==> src/inc/ebpin_pkg.sv <==
// Package: constants and carrier types of the external bus pin block
//**********************************************************************
// How it works
// - Low address lines hold address bits 0-15 for the whole external cycle.
// - High address lines hold bits 16-20 for the whole cycle, 2 Mbyte space.
// - Internal address is 24 bits; only the low 21 reach the pins.
// - Reset fetch address is FF2080H internal, 1F2080H external execution.
// - High address pins fall back to extended port bits 4:0 when high addressing is not enabled.
// - Shared address/data pins return to port use whenever no access runs.
// - 16-bit multiplexed: address on all sixteen lines, then data second half.
// - 8-bit multiplexed: upper lines keep address 8-15; lower lines address then data.
// - 16-bit demultiplexed: all sixteen shared lines carry data the whole cycle.
// - 8-bit demultiplexed: low byte data; upper lines show internal bus high byte.
// - Lower shared lines pair with port three, upper with port four.
// - Address latch strobe is high only in external cycles, never internal.
// - Strobe marks cycle start while a valid address is on the pins.
// - Strobe pin falls back to port five bit zero when not configured.
//**********************************************************************
package ebpin_pkg;

   //**********************************************************************
   // Address layout
   //**********************************************************************
   localparam int          INT_ADDR_W    = 24;
   localparam int          EXT_ADDR_W    = 21;
   localparam int          DATA_W        = 16;
   localparam int          HIGH_ADDR_LSB = 16;
   localparam int          HIGH_ADDR_W   = 5;
   localparam logic [23:0] FETCH_INT     = 24'hFF2080;
   localparam logic [23:0] FETCH_EXT     = 24'h1F2080;

   //**********************************************************************
   // Timing: half-cycle lengths in ns, cycle counts rounded up at 4 ns
   //**********************************************************************
   localparam int          CLK_PS        = 4000;
   localparam int          ADDR_PHASE_NS = 8;
   localparam int          DATA_PHASE_NS = 12;
   localparam int          ADDR_CYC      = (ADDR_PHASE_NS * 1000 + CLK_PS - 1) / CLK_PS;
   localparam int          DATA_CYC      = (DATA_PHASE_NS * 1000 + CLK_PS - 1) / CLK_PS;
   localparam int          CNT_W         = 4;

   //**********************************************************************
   // Carrier types
   //**********************************************************************
   typedef struct packed {
      logic [INT_ADDR_W-1:0] addr;
      logic                  write;
      logic [DATA_W-1:0]     wdata;
      logic                  bus16;
      logic                  mux;
   } ebpin_req_s;

   typedef enum logic [2:0] {
      ST_IDLE = 3'b001,
      ST_ADDR = 3'b010,
      ST_DATA = 3'b100
   } ebpin_state_e;

endpackage

==> src/rtl/ebpin_top.sv <==
// Module: external bus pin driver with address, shared address/data and strobe pins
`timescale 1ns/1ps
module ebpin_top
   import ebpin_pkg::*;
(
   input  wire logic                   CORE_CLK_I,
   input  wire logic                   SRST_I,
   input  wire logic                   REQ_VALID_I,
   input  wire ebpin_req_s             REQ_I,
   output logic                        REQ_READY_O,
   output logic                        DONE_O,
   output logic [DATA_W-1:0]           RD_DATA_O,
   output logic                        BUSY_O,
   input  wire logic [7:0]             IBUS_HIGH_I,
   input  wire logic                   EXT_EXEC_N_I,
   output logic [INT_ADDR_W-1:0]       FETCH_ADDR_O,
   input  wire logic                   HIGH_ADDR_EN_I,
   input  wire logic                   STROBE_EN_I,
   output logic [15:0]                 LOW_ADDRESS_LINES_O,
   output logic [HIGH_ADDR_W-1:0]      HIGH_ADDRESS_LINES_O,
   output logic [HIGH_ADDR_W-1:0]      HIGH_ADDRESS_LINES_OE_O,
   input  wire logic [HIGH_ADDR_W-1:0] EXTENDED_PORT_OUT_I,
   input  wire logic [HIGH_ADDR_W-1:0] EXTENDED_PORT_OE_I,
   input  wire logic [DATA_W-1:0]      SHARED_ADDR_DATA_LINES_I,
   output logic [DATA_W-1:0]           SHARED_ADDR_DATA_LINES_O,
   output logic [DATA_W-1:0]           SHARED_ADDR_DATA_LINES_OE_O,
   output logic [DATA_W-1:0]           SHARED_PORT_IN_O,
   input  wire logic [7:0]             PORT_THREE_BITS_OUT_I,
   input  wire logic [7:0]             PORT_THREE_BITS_OE_I,
   input  wire logic [7:0]             PORT_FOUR_BITS_OUT_I,
   input  wire logic [7:0]             PORT_FOUR_BITS_OE_I,
   output logic                        ADDR_STROBE_O,
   output logic                        ADDR_STROBE_OE_O,
   input  wire logic                   PORT_FIVE_BIT_ZERO_OUT_I,
   input  wire logic                   PORT_FIVE_BIT_ZERO_OE_I
);

   //**********************************************************************
   // Pin synchronisers
   //**********************************************************************
   logic [DATA_W-1:0] ad_s1_r;
   logic [DATA_W-1:0] ad_s2_r;
   logic              ext_s1_r;
   logic              ext_s2_r;

   always_ff @(posedge CORE_CLK_I) begin
      ad_s1_r  <= SHARED_ADDR_DATA_LINES_I;
      ad_s2_r  <= ad_s1_r;
      ext_s1_r <= EXT_EXEC_N_I;
      ext_s2_r <= ext_s1_r;
   end

   assign SHARED_PORT_IN_O = ad_s2_r;

   //**********************************************************************
   // Reset fetch address, strap taken on the first cycle after release
   //**********************************************************************
   logic                  strap_done_r;
   logic [INT_ADDR_W-1:0] fetch_r;

   always_ff @(posedge CORE_CLK_I) begin
      if (SRST_I) begin
         strap_done_r <= 1'b0;
         fetch_r      <= FETCH_INT;
      end else if (!strap_done_r) begin
         strap_done_r <= 1'b1;
         fetch_r      <= ext_s2_r ? FETCH_INT : FETCH_EXT;
      end
   end

   assign FETCH_ADDR_O = fetch_r;

   //**********************************************************************
   // Cycle sequencer
   //**********************************************************************
   ebpin_state_e          state_r;
   ebpin_state_e          state_nxt;
   logic [CNT_W-1:0]      cnt_r;
   logic [CNT_W-1:0]      cnt_nxt;
   logic [EXT_ADDR_W-1:0] addr_r;
   logic [DATA_W-1:0]     wdata_r;
   logic                  write_r;
   logic                  bus16_r;
   logic                  mux_r;
   logic [DATA_W-1:0]     rdata_r;
   logic                  done_r;

   localparam logic [CNT_W-1:0] ADDR_LAST = CNT_W'(ADDR_CYC - 1);
   localparam logic [CNT_W-1:0] DATA_LAST = CNT_W'(DATA_CYC - 1);

   wire take     = REQ_VALID_I && (state_r == ST_IDLE);
   wire addr_end = (state_r == ST_ADDR) && (cnt_r == ADDR_LAST);
   wire data_end = (state_r == ST_DATA) && (cnt_r == DATA_LAST);

   always_comb begin
      state_nxt = state_r;
      cnt_nxt   = cnt_r + CNT_W'(1);
      case (state_r)
         ST_IDLE: begin
            cnt_nxt = '0;
            if (take) begin
               state_nxt = ST_ADDR;
            end
         end
         ST_ADDR: begin
            if (addr_end) begin
               state_nxt = ST_DATA;
               cnt_nxt   = '0;
            end
         end
         ST_DATA: begin
            if (data_end) begin
               state_nxt = ST_IDLE;
               cnt_nxt   = '0;
            end
         end
         default: begin
            state_nxt = ST_IDLE;
            cnt_nxt   = '0;
         end
      endcase
   end

   always_ff @(posedge CORE_CLK_I) begin
      if (SRST_I) begin
         state_r <= ST_IDLE;
         cnt_r   <= '0;
      end else begin
         state_r <= state_nxt;
         cnt_r   <= cnt_nxt;
      end
   end

   // Format is frozen at acceptance so a mid-cycle change cannot tear the pins
   always_ff @(posedge CORE_CLK_I) begin
      if (SRST_I) begin
         addr_r  <= '0;
         wdata_r <= '0;
         write_r <= 1'b0;
         bus16_r <= 1'b0;
         mux_r   <= 1'b0;
      end else if (take) begin
         addr_r  <= REQ_I.addr[EXT_ADDR_W-1:0];
         wdata_r <= REQ_I.wdata;
         write_r <= REQ_I.write;
         bus16_r <= REQ_I.bus16;
         mux_r   <= REQ_I.mux;
      end
   end

   // Sampled from the synchronised pins, so read data is the pin level at the first data-half edge, two cycles before the end
   always_ff @(posedge CORE_CLK_I) begin
      if (SRST_I) begin
         rdata_r <= '0;
         done_r  <= 1'b0;
      end else begin
         done_r <= data_end;
         if (data_end && !write_r) begin
            rdata_r <= bus16_r ? ad_s2_r : {8'h00, ad_s2_r[7:0]};
         end
      end
   end

   assign REQ_READY_O = (state_r == ST_IDLE);
   assign BUSY_O      = (state_r != ST_IDLE);
   assign DONE_O      = done_r;
   assign RD_DATA_O   = rdata_r;

   //**********************************************************************
   // Pin selection
   //**********************************************************************
   wire in_addr = (state_r == ST_ADDR);
   wire in_data = (state_r == ST_DATA);
   // Demultiplexed writes own the data lines for the whole cycle, multiplexed ones only after the address half
   wire drive_d = write_r && (in_data || (in_addr && !mux_r));
   wire addr_ph = in_addr && mux_r;

   // Lines hold the last address between cycles; only a new cycle moves them
   assign LOW_ADDRESS_LINES_O = addr_r[15:0];

   assign HIGH_ADDRESS_LINES_O    = HIGH_ADDR_EN_I ? addr_r[EXT_ADDR_W-1:HIGH_ADDR_LSB]
                                                   : EXTENDED_PORT_OUT_I;
   assign HIGH_ADDRESS_LINES_OE_O = HIGH_ADDR_EN_I ? {HIGH_ADDR_W{1'b1}} : EXTENDED_PORT_OE_I;

   wire [7:0] lo_bus = addr_ph ? addr_r[7:0] : wdata_r[7:0];
   wire       lo_oe  = addr_ph || drive_d;

   wire [7:0] hi_bus = bus16_r ? (addr_ph ? addr_r[15:8] : wdata_r[15:8])
                     : (mux_r ? addr_r[15:8] : IBUS_HIGH_I);
   wire       hi_oe  = bus16_r ? (addr_ph || drive_d) : 1'b1;

   assign SHARED_ADDR_DATA_LINES_O    = BUSY_O ? {hi_bus, lo_bus}
                                               : {PORT_FOUR_BITS_OUT_I, PORT_THREE_BITS_OUT_I};
   assign SHARED_ADDR_DATA_LINES_OE_O = BUSY_O ? {{8{hi_oe}}, {8{lo_oe}}}
                                               : {PORT_FOUR_BITS_OE_I, PORT_THREE_BITS_OE_I};

   // Strobe spans the address half; requests here are external cycles only
   assign ADDR_STROBE_O    = STROBE_EN_I ? in_addr : PORT_FIVE_BIT_ZERO_OUT_I;
   assign ADDR_STROBE_OE_O = STROBE_EN_I ? 1'b1 : PORT_FIVE_BIT_ZERO_OE_I;

endmodule

==> config.mk <==
export PLATFORM = sky130hd
export DESIGN_NAME = ebpin_top
export DESIGN_NICKNAME = d
export VERILOG_FILES = /design/src/inc/ebpin_pkg.sv /design/src/rtl/ebpin_top.sv
export SDC_FILE = /design/constraint.sdc
export NUM_CORES = 1
export LEC_CHECK = 0
export BUFFER_PORTS_ARGS = -buffer_cell sky130_fd_sc_hd__buf_2
export CAP_MARGIN = 30
export CORE_UTILIZATION = 40
export DETAILED_ROUTE_END_ITERATION = 10
export PLACE_DENSITY = 0.74
export SKIP_CTS_REPAIR_TIMING = 1
export SYNTH_ARGS = -nofsm -noshare
export SYNTH_HDL_FRONTEND = slang
export SYNTH_SLANG_ARGS = --single-unit
==> constraint.sdc <==
create_clock -name CORE_CLK_I -period 1.9 [get_ports CORE_CLK_I]
set_input_delay 0 -clock CORE_CLK_I [delete_from_list [all_inputs] [get_ports CORE_CLK_I]]
set_output_delay 0 -clock CORE_CLK_I [all_outputs]
set_load 0.02 [all_outputs]
==> results.ini <==
[sta]
fin_skew_ps=14.52
period_needed_ps=1858
rsz0062_at_grt=yes
period_share_pct=97.77
worst_slack_ps=42.39
setup_viol=0
final_max_slew_viol_count=0
finalSetupTns_ps=0
max_freq_mhz=538.3
hold_viol=0

[synthesis]
synth_seq_cells=100
ys.flop_type=dfxtp_1
synth_edf_count=0
synthAdderAreaFrac_pct=0.8905
synth_area_leaders=dfxtp_1, nand2_1, buf_4
synth_xor_area_share_pct=0.6233
ys_warn_count=0
yosys-mux-area-fraction_pct=3.977
syn_area_um2=4215
async_flop_share_pct=0
synth_cell_types=37
yosysTopAreaCell=dfxtp_1
synthSimpleGateAreaFrac_pct=20.93
ys_seq_area_share_pct=47.49
synth_compound_area_share_pct=13.36
avgSynthCellArea_um2=8.265
synth_top_family_by_area=simple AND/OR/NAND/NOR gates
syn-instance-count=510
synth_top_area_share_pct=47.49

[status]
status=complete, no violations

[clock_network]
tritoncts=done
cts_inserted_buffers=9
htree_levels=3
root_buffer=clkbuf_8
path_clk_slew_ps=100
cts.sinks=100
clock_latency_ps=360
clock_path_buffers=2

[placement]
gp_congestion=0.8887
dpl.cell_count=820
io_buffers=211
place_ws_ps=-29.32
hpwl_mm=8.064
place_area_um2=5200

[route]
routed_wl_mm=12.52
vias=4351
via_per_inst=4.856
drtIter0Drc=237
drcViolationCount=0
firstDrtPassIters=7
drtAntennaViolNets=0
wl_per_cell_um=13.97

[final_layout]
diodes=0
fillerInstances=854
finalInstanceArea_um2=6225
drive_gt1_share_pct=38.42
fin_cells=896
area_growth_pct=47.67
num-nets-final=875

[worst_setup_path]
path_buf_inv=3
setup.worst_path.class=flip-flop to primary output
max_stage_delay_ps=350
arrival_ps=1860
crit_path_frequent_cell=buf_6
crit_family=simple AND/OR/NAND/NOR gates
startpoint_type=flip-flop
critPathMaxFanout=8
worstPathRequired_ps=1900
endpoint_kind=primary output
path_cells=buf_6 > nor3b_4 > and2_4 > buf_6 > nand2_1 > a31oi_1 > buf_2
cp_slowest_cell=dfxtp_2
reg2reg_slack_ps=70

[die]
die_area_um2=10950
rows=37
core_area_um2=10280
ios=236
die_h_um=104.7
start_util_pct=41.02
die_x_um=104.7

[min_path]
min_path_type=input pin to flip-flop

[grt]
grt_pass1_wl_mm=16.75
gr-total-overflow=0
antenna_found_initial=0
track_usage_pct=18.93
grt_pass1_vias=3673
grt_max_degree=40

[pwr]
p_leak_nw=2.827
powerDensity_nw_per_um2=771.3
ir_drop_uv=684.0

[job]
maxCapViolations=0

## routing by layer
metal	track usage [%]	part of all wire, %	vias up	wire (um)
met2	32.88	51	240	6368
met5	0	0	-	0
met3	5.240	8.0	28	1004
met1	22.75	39	1983	4872
met4	5.433	2.2	0	274
li1	-	-	2100	-
## cell type report
class	count	area (um2)	share of cell area, %
Sequential cell	100	2013	32.34
Timing Repair Buffer	290	1943	31.22
Multi-Input combinational cell	349	1871	30.05
Tap cell	136	170.2	2.734
Clock buffer	9	123.9	1.990
Clock inverter	7	80.08	1.286
Inverter	5	23.77	0.3819
## report_power, final
group	total, mW	leakage (nW)	switching (mW)	internal [mW]
registers	2.28	0.828	0.0783	2.20
clock network	1.37	0.0994	0.844	0.524
logic	1.15	1.90	0.652	0.502
total	4.80	2.83	1.57	3.23
## through the flow
step | util (%) | power (mW) | hold WS [ps]
after floorplan | - | 2.999 | 27.72
after global placement | 50.60 | 3.271 | 102.0
after detailed placement | 50.60 | 3.290 | 104.1
after CTS | 52.58 | 4.659 | -290.0
after global routing | 60.57 | 5.019 | 37.36
final | 60.57 | 4.801 | 37.90
## tightest hold or removal path, delay by kind of cell
family | cells | cell delay, ps
AO/OA/AOI/OAI | 2 | 160
buffers and inverters | 1 | 120
AND/OR/NAND/NOR | 1 | 80
## registers in the layout, indices dropped and copies added (netlist names)
register	count
write_r	1
ad_s1_r	16
state_r	3
mux_r	1
ext_s1_r	1
strap_done_r	1
RD_DATA_O	16
DONE_O	1
addr_r	21
SHARED_PORT_IN_O	16
FETCH_ADDR_O	1
ext_s2_r	1
bus16_r	1
cnt_r	4
wdata_r	16
## kinds of logic after synthesis
| group | after synthesis |
|---|---|
| AND/OR/NAND/NOR | 209 |
| flip-flops | 100 |
| AO/OA/AOI/OAI | 97 |
| buffers and inverters | 80 |
| multiplexers | 16 |
| adder cells (fa/ha/maj) | 3 |
| XOR/XNOR | 3 |
| other | 2 |
## cells in the mapped netlist (all sizes together) (3+ instances only)
library cell / number
a21oi: 58
ha: 3
mux2: 6
a31oi: 17
mux2i: 10
a21o: 8
nand2: 124
nor2: 44
inv: 4
or2: 6
dfxtp: 100
clkbuf: 20
or3b: 3
buf: 55
o21a: 8
nand3: 25
## worst paths after layout
check / start / to / depth (start not counted)
worst min register to register: ad_s1_r[9] / SHARED_PORT_IN_O[9] / 0
worst max-delay path: state_r[2] / SHARED_ADDR_DATA_LINES_O[5] / 7
worst min-delay path: REQ_VALID_I / state_r[0] / 4
worst max register to register: cnt_r[0] / RD_DATA_O[6] / 8
## cells in the final DEF (no fill, tap or decap), drive strengths merged
| cell | n |
|---|---|
| buf | 232 |
| xor2 | 2 |
| o21a | 8 |
| o211ai | 2 |
| a31oi | 17 |
| inv | 7 |
| clkbuf | 10 |
| nand3b | 1 |
| nand3 | 25 |
| a21boi | 1 |
| conb | 21 |
| o21ba | 1 |
| clkinvlp | 1 |
| dlygate4sd3 | 57 |
| clkinv | 4 |
| mux2i | 10 |
| a21o | 8 |
| nor3b | 1 |
| nor3 | 2 |
| and2 | 2 |
| or3b | 3 |
| a21oi | 58 |
| ha | 3 |
| nor2 | 44 |
| or3 | 1 |
| o221ai | 1 |
| o21ai | 1 |
| or2 | 6 |
| nand2 | 124 |
| mux2 | 6 |
| xnor2 | 1 |
| dfxtp | 100 |
No activity file was read; power rests on OpenSTA's default activity.
